## src/verilog/rdc_pkg.sv

```systemverilog
// package: register map, field layout, reset values and carrier types of the receive dc / coding config bank
`default_nettype none
package rdc_pkg;

	// ****************************************
	// register byte addresses
	// ****************************************
	localparam logic [31:0] RDC_DEMOD_CLK_ADDR = 32'h5001_0150;
	localparam logic [31:0] RDC_DC_EST_ADDR    = 32'h5001_0154;
	localparam logic [31:0] RDC_CODING_ADDR    = 32'h5001_0180;
	localparam logic [31:0] RDC_SEED_ADDR      = 32'h5001_0184;

	// ****************************************
	// field positions
	// ****************************************
	localparam int RDC_INT_SET_LSB   = 0;
	localparam int RDC_CLK_PHASE_LSB = 3;
	localparam int RDC_CLK_SRC_BIT   = 6;
	localparam int RDC_DC_FIX_LSB    = 0;
	localparam int RDC_DC_MODE_LSB   = 8;
	localparam int RDC_CRC_EN_BIT    = 0;
	localparam int RDC_FEC_EN_BIT    = 1;
	localparam int RDC_WHT_EN_BIT    = 2;
	localparam int RDC_CRC_POL_BIT   = 3;
	localparam int RDC_ID_LEN_BIT    = 16;
	localparam int RDC_TOL1_LSB      = 17;
	localparam int RDC_TOL2_LSB      = 20;
	localparam int RDC_SEED_LSB      = 0;

	// ****************************************
	// encodings and reset values
	// ****************************************
	localparam logic [1:0] RDC_DC_MODE_FIXED = 2'h0;
	localparam logic [1:0] RDC_DC_MODE_HOLD  = 2'h1;
	localparam logic [2:0] RDC_PHASE_RST     = 3'h2;
	localparam logic [7:0] RDC_DC_FIX_RST    = 8'h80;
	localparam logic [1:0] RDC_DC_MODE_RST   = RDC_DC_MODE_HOLD;

	// averaging windows in received bits
	localparam int RDC_PRE_SYNC_BITS  = 32;
	localparam int RDC_POST_SYNC_BITS = 128;
	localparam int RDC_PRE_LOG2       = $clog2(RDC_PRE_SYNC_BITS);
	localparam int RDC_POST_LOG2      = $clog2(RDC_POST_SYNC_BITS);

	// ****************************************
	// carrier types
	// ****************************************
	typedef struct packed {
		logic       rx_clk_source_sel;
		logic [2:0] recovered_clk_phase;
		logic [2:0] internal_demod_setting;
		logic [7:0] dc_fixed_level;
		logic [1:0] dc_estimation_mode;
		logic       crc_polarity_flip;
		logic       whitening_enable;
		logic       fec_enable;
		logic       crc_enable;
		logic       sync_word_length_sel;
		logic [2:0] first_word_err_tolerance;
		logic [2:0] second_word_err_tolerance;
		logic [6:0] whitening_seed;
	} rdc_cfg_s;

	typedef struct packed {
		rdc_cfg_s    cfg;
		logic [31:0] prdata;
		logic        synced;
		logic [7:0]  dc_est;
		logic        match;
		logic        match_valid;
	} rdc_top_s;

endpackage
`default_nettype wire

```

## src/verilog/rdc_dc_avg.sv

```systemverilog
// module: block averager of 8-bit demodulator samples over 2**LOG2N bits
`timescale 1ns/10ps
`default_nettype none
module rdc_dc_avg
	import rdc_pkg::*;
#(
	parameter int LOG2N = 5
) (
	input  wire logic       clk_i,
	input  wire logic       arst_n_i,
	input  wire logic       clr_i,
	input  wire logic       en_i,
	input  wire logic [7:0] sample_i,
	output logic      [7:0] mean_o,
	output logic            done_o
);

	typedef struct packed {
		logic [LOG2N-1:0] cnt;
		logic [LOG2N+7:0] sum;
		logic [7:0]       mean;
		logic             done;
	} rdc_avg_s;

	rdc_avg_s q;
	rdc_avg_s next_q;
	logic [LOG2N+7:0] sum_add;

	always_comb begin
		next_q = q;
		next_q.done = 1'b0;
		sum_add = q.sum + {{LOG2N{1'b0}}, sample_i};
		if (clr_i) begin
			next_q.cnt = '0;
			next_q.sum = '0;
		end else if (en_i) begin
			next_q.cnt = q.cnt + 1'b1;
			next_q.sum = sum_add;
			// mean is a shift: window is a power of two
			if (&q.cnt) begin
				next_q.mean = sum_add[LOG2N+7:LOG2N];
				next_q.sum = '0;
				next_q.done = 1'b1;
			end
		end
	end

	always_ff @(posedge clk_i or negedge arst_n_i) begin
		if (!arst_n_i) begin
			q <= '0;
		end else begin
			q <= next_q;
		end
	end

	assign mean_o = q.mean;
	assign done_o = q.done;

endmodule // rdc_dc_avg
`default_nettype wire

```

## src/verilog/rdc_id_match.sv

```systemverilog
// module: sync word comparator with a bit error tolerance
`timescale 1ns/10ps
`default_nettype none
module rdc_id_match
	import rdc_pkg::*;
(
	input  wire logic [31:0] rx_word_i,
	input  wire logic [31:0] exp_word_i,
	input  wire logic [2:0]  tol_i,
	output logic             ok_o
);

	logic [5:0] errs;

	always_comb begin
		errs = 6'h00;
		for (int i = 0; i < 32; i++) begin
			errs = errs + {5'h00, rx_word_i[i] ^ exp_word_i[i]};
		end
	end

	assign ok_o = (errs <= {3'h0, tol_i});

endmodule // rdc_id_match
`default_nettype wire

```

## src/verilog/rdc_cfg_top.sv

```systemverilog
// module: apb register bank for receive dc estimation and packet coding, with dc estimator and sync word check
//
// Contract
// - rx clock source: 0 virtual, 1 recovered
// - three-bit recovered clock phase, recommended 010
// - mode 00 uses programmed fixed dc level
// - mode 01 averages 32 bits, holds after sync
// - mode 1x switches to 128-bit average after sync
// - low dc byte reads estimate; writes keep it
// - crc polarity flip inverts crc field
// - whitening, fec, crc enables on bits 2..0
// - second word tolerance 0 to 7 errors
// - second word checked only for eight-byte id
// - first word tolerance 0 to 7 errors
// - id length select: 0 four, 1 eight bytes
// - seven-bit whitening seed
//
// Implementation choice: the APB interface to the registers.
`timescale 1ns/10ps
`default_nettype none
module rdc_cfg_top
	import rdc_pkg::*;
(
	input  wire logic        clk_i,
	input  wire logic        arst_n_i,
	// apb slave
	input  wire logic        psel,
	input  wire logic        penable,
	input  wire logic        pwrite,
	input  wire logic [31:0] paddr,
	input  wire logic [31:0] pwdata,
	output logic      [31:0] prdata,
	output logic             pready,
	output logic             pslverr,
	// demodulator side
	input  wire logic        rx_active_i,
	input  wire logic        bit_valid_i,
	input  wire logic [7:0]  dc_sample_i,
	input  wire logic        frame_sync_i,
	output logic      [7:0]  dc_level_o,
	// sync word check
	input  wire logic        word_valid_i,
	input  wire logic [31:0] rx_first_word_i,
	input  wire logic [31:0] rx_second_word_i,
	input  wire logic [31:0] sync_word_first_half_i,
	input  wire logic [31:0] sync_word_second_half_i,
	output logic             match_valid_o,
	output logic             sync_word_match_o,
	// configuration to the coding and demodulator paths
	output rdc_cfg_s         cfg_o
);

	// ****************************************
	// state and helpers
	// ****************************************
	rdc_top_s q;
	rdc_top_s next_q;

	logic       setup;
	logic       access;
	logic       wr;
	logic       mapped;
	logic       avg_pre_en;
	logic       avg_pre_clr;
	logic       avg_post_en;
	logic       avg_post_clr;
	logic [7:0] mean_pre;
	logic [7:0] mean_post;
	logic       done_pre;
	logic       done_post;
	logic       first_ok;
	logic       second_ok;

	assign setup  = psel & ~penable;
	assign access = psel & penable;
	assign wr     = access & pwrite;

	always_comb begin
		if (paddr == RDC_DEMOD_CLK_ADDR) begin
			mapped = 1'b1;
		end else if (paddr == RDC_DC_EST_ADDR) begin
			mapped = 1'b1;
		end else if (paddr == RDC_CODING_ADDR) begin
			mapped = 1'b1;
		end else if (paddr == RDC_SEED_ADDR) begin
			mapped = 1'b1;
		end else begin
			mapped = 1'b0;
		end
	end

	// ****************************************
	// averagers
	// ****************************************
	// pre-sync window keeps running until sync so the held value is the freshest one
	assign avg_pre_en   = bit_valid_i & rx_active_i & ~q.synced;
	assign avg_pre_clr  = ~rx_active_i;
	assign avg_post_en  = bit_valid_i & q.synced & q.cfg.dc_estimation_mode[1];
	assign avg_post_clr = ~q.synced;

	rdc_dc_avg #(
		.LOG2N (RDC_PRE_LOG2)
	) u_avg_pre (
		.clk_i    (clk_i),
		.arst_n_i (arst_n_i),
		.clr_i    (avg_pre_clr),
		.en_i     (avg_pre_en),
		.sample_i (dc_sample_i),
		.mean_o   (mean_pre),
		.done_o   (done_pre)
	);

	rdc_dc_avg #(
		.LOG2N (RDC_POST_LOG2)
	) u_avg_post (
		.clk_i    (clk_i),
		.arst_n_i (arst_n_i),
		.clr_i    (avg_post_clr),
		.en_i     (avg_post_en),
		.sample_i (dc_sample_i),
		.mean_o   (mean_post),
		.done_o   (done_post)
	);

	// ****************************************
	// sync word comparators
	// ****************************************
	rdc_id_match u_match_first (
		.rx_word_i  (rx_first_word_i),
		.exp_word_i (sync_word_first_half_i),
		.tol_i      (q.cfg.first_word_err_tolerance),
		.ok_o       (first_ok)
	);

	rdc_id_match u_match_second (
		.rx_word_i  (rx_second_word_i),
		.exp_word_i (sync_word_second_half_i),
		.tol_i      (q.cfg.second_word_err_tolerance),
		.ok_o       (second_ok)
	);

	// ****************************************
	// next state
	// ****************************************
	always_comb begin
		next_q = q;
		next_q.match_valid = 1'b0;

		// read data is captured in setup, so the access phase needs no wait
		if (setup) begin
			if (paddr == RDC_DC_EST_ADDR) begin
				next_q.prdata = {22'h000000, q.cfg.dc_estimation_mode, q.dc_est};
			end else begin
				next_q.prdata = 32'h0000_0000;
			end
		end

		if (wr) begin
			if (paddr == RDC_DEMOD_CLK_ADDR) begin
				next_q.cfg.rx_clk_source_sel = pwdata[RDC_CLK_SRC_BIT];
				next_q.cfg.recovered_clk_phase = pwdata[RDC_CLK_PHASE_LSB +: 3];
				next_q.cfg.internal_demod_setting = pwdata[RDC_INT_SET_LSB +: 3];
			end else if (paddr == RDC_DC_EST_ADDR) begin
				// the low byte holds the fixed level only; the estimate is not writable
				next_q.cfg.dc_fixed_level = pwdata[RDC_DC_FIX_LSB +: 8];
				next_q.cfg.dc_estimation_mode = pwdata[RDC_DC_MODE_LSB +: 2];
			end else if (paddr == RDC_CODING_ADDR) begin
				next_q.cfg.crc_polarity_flip = pwdata[RDC_CRC_POL_BIT];
				next_q.cfg.whitening_enable = pwdata[RDC_WHT_EN_BIT];
				next_q.cfg.fec_enable = pwdata[RDC_FEC_EN_BIT];
				next_q.cfg.crc_enable = pwdata[RDC_CRC_EN_BIT];
				next_q.cfg.sync_word_length_sel = pwdata[RDC_ID_LEN_BIT];
				next_q.cfg.first_word_err_tolerance = pwdata[RDC_TOL1_LSB +: 3];
				next_q.cfg.second_word_err_tolerance = pwdata[RDC_TOL2_LSB +: 3];
			end else if (paddr == RDC_SEED_ADDR) begin
				next_q.cfg.whitening_seed = pwdata[RDC_SEED_LSB +: 7];
			end
		end

		// frame tracking: sync found until the receiver leaves rx
		if (!rx_active_i) begin
			next_q.synced = 1'b0;
		end else if (frame_sync_i) begin
			next_q.synced = 1'b1;
		end

		// estimate update per mode
		if (q.cfg.dc_estimation_mode == RDC_DC_MODE_FIXED) begin
			next_q.dc_est = q.cfg.dc_fixed_level;
		end else if (!q.synced && done_pre) begin
			next_q.dc_est = mean_pre;
		end else if (q.synced && q.cfg.dc_estimation_mode[1] && done_post) begin
			next_q.dc_est = mean_post;
		end

		if (word_valid_i) begin
			next_q.match_valid = 1'b1;
			next_q.match = first_ok & (~q.cfg.sync_word_length_sel | second_ok);
		end
	end

	always_ff @(posedge clk_i or negedge arst_n_i) begin
		if (!arst_n_i) begin
			q <= '0;
			q.cfg.recovered_clk_phase <= RDC_PHASE_RST;
			q.cfg.dc_fixed_level <= RDC_DC_FIX_RST;
			q.cfg.dc_estimation_mode <= RDC_DC_MODE_RST;
			q.dc_est <= RDC_DC_FIX_RST;
		end else begin
			q <= next_q;
		end
	end

	// ****************************************
	// outputs
	// ****************************************
	assign prdata            = q.prdata;
	assign pready            = access;
	assign pslverr           = access & ~mapped;
	assign cfg_o             = q.cfg;
	assign match_valid_o     = q.match_valid;
	assign sync_word_match_o = q.match;
	// fixed mode bypasses the estimate at once, not one cycle later
	assign dc_level_o = (q.cfg.dc_estimation_mode == RDC_DC_MODE_FIXED) ? q.cfg.dc_fixed_level : q.dc_est;
endmodule // rdc_cfg_top
`default_nettype wire

```

## config.mk

```make
export PLATFORM = sky130hd
export DESIGN_NAME = rdc_cfg_top
export DESIGN_NICKNAME = d
export VERILOG_FILES = /design/src/verilog/rdc_pkg.sv /design/src/verilog/rdc_dc_avg.sv /design/src/verilog/rdc_id_match.sv /design/src/verilog/rdc_cfg_top.sv
export SDC_FILE = /design/constraint.sdc
export NUM_CORES = 1
export LEC_CHECK = 0
export ABC_AREA = 0
export BUFFER_PORTS_ARGS = -buffer_cell sky130_fd_sc_hd__buf_2
export CAP_MARGIN = 5
export CORE_MARGIN = 2
export CORE_UTILIZATION = 35
export DETAILED_ROUTE_END_ITERATION = 7
export HOLD_SLACK_MARGIN = 0.15
export PLACE_DENSITY = 0.62
export SYNTH_ARGS = -nofsm -noshare
export SYNTH_HDL_FRONTEND = slang
export SYNTH_SLANG_ARGS = --single-unit
```

## constraint.sdc

```tcl
create_clock -name clk_i -period 5.8 [get_ports clk_i]
set_clock_uncertainty 0.2 [all_clocks]
set_input_delay 1.16 -clock clk_i [delete_from_list [all_inputs] [get_ports clk_i]]
set_output_delay 1.16 -clock clk_i [all_outputs]
set_load 0.005 [all_outputs]
```

# Yosys cells after proc, flatten, opt, wreduce, memory -nomap -nowiden
# Cells that the tools add are included.
[totals] input_bits=209 wordCells=216 reg_bits=136
[op_classes] order_cmp=2 n_bitwise=81 mux=20 reduce_logical=14 eq_ne=7 add_sub_neg=66
[op_table] op="adder 6 x 1 -> 6 bit" count=60
[op_table] op="equality test 32 x 31 -> 1 bit (second input constant)" count=4
[op_table] op="XOR 1 bit" count=64
[op_table] op="two-way mux 22 bit" count=2
[op_table] op="two-way mux 8 bit" count=4
[op_table] op="two-way mux 31 bit" count=1
[op_table] op="two-way mux 27 bit" count=1
[op_table] op="two-way mux 24 bit" count=1
[op_table] op="two-way mux 18 bit" count=1
[op_table] op="adder 15 x 8 -> 15 bit" count=1
[op_table] op="AND reduction 7 bit" count=2
[op_table] op="adder 13 x 8 -> 13 bit" count=1
[op_table] op="less-or-equal comparator 6 x 3 -> 1 bit" count=2
[op_table] op="two-way mux 10 bit" count=1
[op_table] op="AND reduction 5 bit" count=2
[op_table] op="AND 1 bit" count=9
[op_table] op="two-way mux 1 bit" count=9
[op_table] op="AND reduction 9 bit" count=1
[op_table] op="adder 7 x 1 -> 7 bit (second input constant)" count=1
[op_table] op="NOT 1 bit" count=7
[op_table] op="inequality test 2 x 1 -> 1 bit (second input constant)" count=3
[op_table] op="adder 5 x 1 -> 5 bit (second input constant)" count=1
[op_table] op="adder 1 x 1 -> 2 bit" count=2
[op_table] op="AND reduction 4 bit" count=1
[op_table] op="7 further kinds" count=9

# Logic depth before layout (Yosys ltp)
[depth] depth_word=35 ltp_mapped=21 ltp_nobuf=21

# Cells and area by module
# A second synthesis with hierarchy kept.
[hier_totals] cells_unflattened=830 area_unflattened_um2=8738.4
[by_module_without_submodules] module="rdc_cfg_top" n_inst=1 area_per_inst_um2=3120.5 cells_per_inst=262
[by_module_without_submodules] module="rdc_id_match" n_inst=2 area_per_inst_um2=1077.3 cells_per_inst=104
[by_module_without_submodules] module="rdc_dc_avg at u_avg_post" n_inst=1 area_per_inst_um2=1843.0 cells_per_inst=193
[by_module_without_submodules] module="rdc_dc_avg at u_avg_pre" n_inst=1 area_per_inst_um2=1620.3 cells_per_inst=167

# Worst setup path after synthesis
# No wires, ideal clock.
[synth_path] path_type="input to register" startpoint="input port sync_word_second_half_i[1]" endpoint="register q (netlist bit sync_word_match_o)" setup_ps=82 required_time_ps=5518 slack_ps=-942 path_stages=18 arrival_ps=6460 n_path_buf=0 cell_sequence="xor2_1 > ha_1 > inv_1 > fa_1 > fa_1 > fa_1 > fa_1 > fa_1 > fa_1 > fa_1 > inv_1 > fa_1 > ha_1 > nor2b_1 > o21a_1 > o21ai_0 > a31oi_1 > o22ai_1"
[synth_via] elab_chain_len=35
[synth_rtl] item="start: declaration" line_no="rdc_cfg_top.sv:46" source="input wire logic [31:0] sync_word_second_half_i,"
[synth_rtl] item="XOR 1 bit" line_no="rdc_id_match.sv:18" source="errs = errs + {5'h00, rx_word_i[i] ^ exp_word_i[i]};"
[synth_rtl] item="adder 1 x 1 -> 2 bit" line_no="rdc_id_match.sv:18"
[synth_rtl] item="adder 6 x 1 -> 6 bit (30 in series)" line_no="rdc_id_match.sv:18"
[synth_rtl] item="less-or-equal comparator 6 x 3 -> 1 bit" line_no="rdc_id_match.sv:22" source="assign ok_o = (errs <= {3'h0, tol_i});"
[synth_rtl] item="OR 1 bit" line_no="rdc_cfg_top.sv:198" source="next_q.match = first_ok & (~q.cfg.sync_word_length_sel | second_ok);"
[synth_rtl] item="AND 1 bit" line_no="rdc_cfg_top.sv:198"
[synth_rtl] item="end signal: assignment" line_no="rdc_cfg_top.sv:210" source="q <= next_q;"
[synth_rtl] item="end: declaration" line_no="rdc_cfg_top.sv:56" source="rdc_top_s q;"
# No other way between the ends.
# A chain may end at the register's enable or synchronous reset.

# Worst setup path after layout
[layout_path] startpoint="input port sync_word_first_half_i[1]" endpoint="register q (netlist bit sync_word_match_o)"
[layout_via] elab_chain_len=34
[layout_rtl] item="start: declaration" line_no="rdc_cfg_top.sv:45" source="input wire logic [31:0] sync_word_first_half_i,"
[layout_rtl] item="XOR 1 bit" line_no="rdc_id_match.sv:18"
[layout_rtl] item="adder 1 x 1 -> 2 bit" line_no="rdc_id_match.sv:18"
[layout_rtl] item="adder 6 x 1 -> 6 bit (30 in series)" line_no="rdc_id_match.sv:18"
[layout_rtl] item="less-or-equal comparator 6 x 3 -> 1 bit" line_no="rdc_id_match.sv:22"
[layout_rtl] item="AND 1 bit" line_no="rdc_cfg_top.sv:198"
# No other way between the ends.

==> flow_summary.toml <==
[run_status]
status = "complete, but fails checks"
violations = "setup timing"

[logic_synthesis]
synth_area_per_cell_um2 = 10.3
synthArstFlopShare = 1.00
synth.area.top_cells = "dfrtp_1 32%, fa_1 12%, xnor2_1 6.7%"
yosysUniqueCellTypes = 56
synth_flop_cell = "dfrtp_1"
ys_seq_elements = 114
synth_top_area_share = 0.324
syn_area_um2 = 8510
synth_edf_count = 0
yosys_warnings = 0
yosysMostFrequentCell = "dfrtp_1"
syn_inst = 829
synth.top_cells.by_count = "110 x dfrtp_1, 71 x nand2_1, 68 x buf_4"
synth_area_leader_cell = "dfrtp_1"
yosysSeqAreaShare = 0.336

[global_route]
antenna_found_initial = 0
grt_pass1_vias = 6284
grt_max_degree = 67
globalRouteTotalUtil = 0.150
gr-total-overflow = 0
grt_pass1_wl_mm = 30.7

[drt]
antenna_left = 0
wl_per_cell_um = 14.0
vias = 6395
avgViaCountPerCell = 4.66
wl_mm = 19.2
drc = 0
drtPass1Iterations = 4
drt_iter0_markers = 321

[timing]
finalCritPeriodShare = 1.07
fmax_mhz = 161
slew_violations = 0
finalCriticalPeriod_ps = 6230
worstMarginPinSlew_ps = 983
finalHoldViolCount = 0
setup_violations = 1
hold_slack_ps = 276
rsz0062_at_grt = "yes"
slew_headroom = 0.343
final.setup.worst_slack_ps = -426

[cts]
clock_sinks = 114
postCtsSetupBuffers = 0
cts-hold-fix-buffers = 0
clockRootBuffer = "clkbuf_16"
insertion_delay_ps = 410
numCtsBuffers = 17
cts_htree_levels = 4
path_clk_slew_ps = 50
clockBufferDepth = 2
cts_tree = "done"

[place]
place.port_buffers = 250
placed_cell_area_um2 = 9700
gp_congestion = 0.825
hpwl_mm = 15.4

[die]
num_io_pins = 288
core_area_um2 = 24100
die-area_um2 = 25600
chipHeight_um = 160
fp.dieW_um = 160
row_count = 57
initial_core_util = 0.353

[final_layout]
stdcell_area_um2 = 10300
drive_above_1_share = 0.336
nets = 1336
syn_to_final_growth_pct = 21.6

[power]
powerDensity_nw_per_um2 = 501
p_leak_uw = 0.00519
ir_worst_vdd_uv = 857

[job]
cap_violations = 0

[critical_path]
cp_slowest_cell = "fa_1"
end_kind = "flip-flop"
crit_chain = "buf_6 -> xor2_1 -> ha_1 -> inv_1 -> fa_1 -> fa_1 -> fa_1 -> fa_1 -> fa_1 -> fa_1 -> fa_2 -> inv_2 -> fa_1 -> ha_1 -> nor2b_1 -> o21a_1 -> o21ai_2 -> nand3_1 -> o22ai_1"
start_kind = "input port"
worst-endpoint-required_ps = 5930
cp_slowest_stage_delay_ps = 520
crit_type = "in -> reg"
cp_max_fo = 2
critPathMostFrequentCell = "fa_1"
arrival_ps = 6360

[min_path]
min-delay-path-class = "reg -> reg"
[worst paths after layout]
check / slack, ps / startpoint / end / cells after the start
max in group asynchronous: 3850 / arst_n_i / cfg_o[21]$_DFFE_PN0P_ / 2
setup reg to reg: 2840 / q[10]$_DFFE_PN0P_ / u_avg_pre.q[16]$_DFFE_PN0P_ / 4
setup / recovery: -430 / sync_word_first_half_i[1] / sync_word_match_o$_DFFE_PN0P_ / 19
hold / removal: 280 / u_avg_pre.mean_o[0]$_DFFE_PN0P_ / u_avg_pre.mean_o[0]$_DFFE_PN0P_ / 2
min in group asynchronous: 420 / arst_n_i / u_avg_post.q[11]$_DFFE_PN0P_ / 1
hold reg to reg: 280 / u_avg_pre.mean_o[0]$_DFFE_PN0P_ / u_avg_pre.mean_o[0]$_DFFE_PN0P_ / 2
[worst max-delay path, delay by kind of cell]
family	cells	cell delay (ps)
adder cells (fa/ha/maj)	10	4160
AO/OA/AOI/OAI	3	450
AND/OR/NAND/NOR	2	220
buffers and inverters	3	190
XOR/XNOR	1	150
[where the power goes]
group | internal, uW | total [uW] | leakage [uW] | switching [uW]
Clock | 673 | 1040 | 0.000292 | 367
Sequential | 808 | 816 | 0.00157 | 7.53
Combinational | 1640 | 3320 | 0.00333 | 1680
Total | 3120 | 5180 | 0.00519 | 2060
[state kept, by name (all words and copies together) (netlist names), 8 cells and up]
register           cells
q                      9
cfg_o                 35
u_avg_pre.mean_o       8
u_avg_post.q          22
prdata                10
u_avg_post.mean_o      8
u_avg_pre.q           18
[metrics by stage]
step / util / power [uW] / setup TNS, ps / cells / setup WS [ps]
3_3_place_gp: 0.402 / 3930 / -803 / 1341 / -803
5_1_grt: 0.429 / 5900 / -611 / 1372 / -611
4_1_cts: 0.428 / 5270 / -396 / 1372 / -396
6_report: 0.429 / 5180 / -426 / 1373 / -426
3_5_place_dp: 0.402 / 4100 / -876 / 1341 / -876
2_1_floorplan: - / 3290 / -507 / 850 / -507
[what timing repair did]
item / CTS / global route
setup endpoints to repair: 1 / 1
pin swaps: 0 / 1
gates resized for setup: 4 / 4
[metal layers]
layer / GRT usage / routed length, um / vias up
met5: 0 / 0 / -
met4: 0.0455 / 204 / 0
met3: 0.0275 / 1060 / 13
met2: 0.266 / 9740 / 202
met1: 0.185 / 8190 / 3010
li1: - / - / 3170
[area by class of cell]
class,instances,area [um^2]
multi-input combinational,588,4960
inverter,60,225
sequential,114,2860
clock buffer,22,484
timing repair buffer,255,1310
antenna,1,2.50
tap,324,405
clock inverter,9,105
fill,2404,13800
[cell usage in the layout (no fill, tap or decap), types with 5 or more instances in the layout]
cell,n
buf_2,246
dfrtp_1,110
nand2_1,71
xnor2_1,61
inv_1,58
o21ai_0,53
fa_1,48
mux2_2,42
ha_1,41
xor2_1,25
conb_1,22
nand3_1,19
a21oi_1,17
clkbuf_16,17
nor2_1,15
a22o_1,15
nor2b_1,14
mux2i_1,13
and2_1,12
nand4_1,10
a211oi_1,9
nor3_1,7
a31oi_1,7
o211ai_1,7
and3_1,6
buf_4,6
nor4b_1,5
o21a_1,5
a21o_1,5
[cell families (layout without fill, tap and decap cells)]
logic type	count (synthesis)	after routing	synth area share
and+or+nand+nor	190	190	0.122
DFF	114	114	0.336
buffers and inverters	148	346	0.0953
xor gates and xnor gates	90	90	0.0927
adders and majority gates	91	91	0.178
AOI/OAI and AO/OA	139	139	0.104
other	1	23	0.000441
muxes	56	56	0.0722
Note: power is estimated with default switching activity, not from simulation.
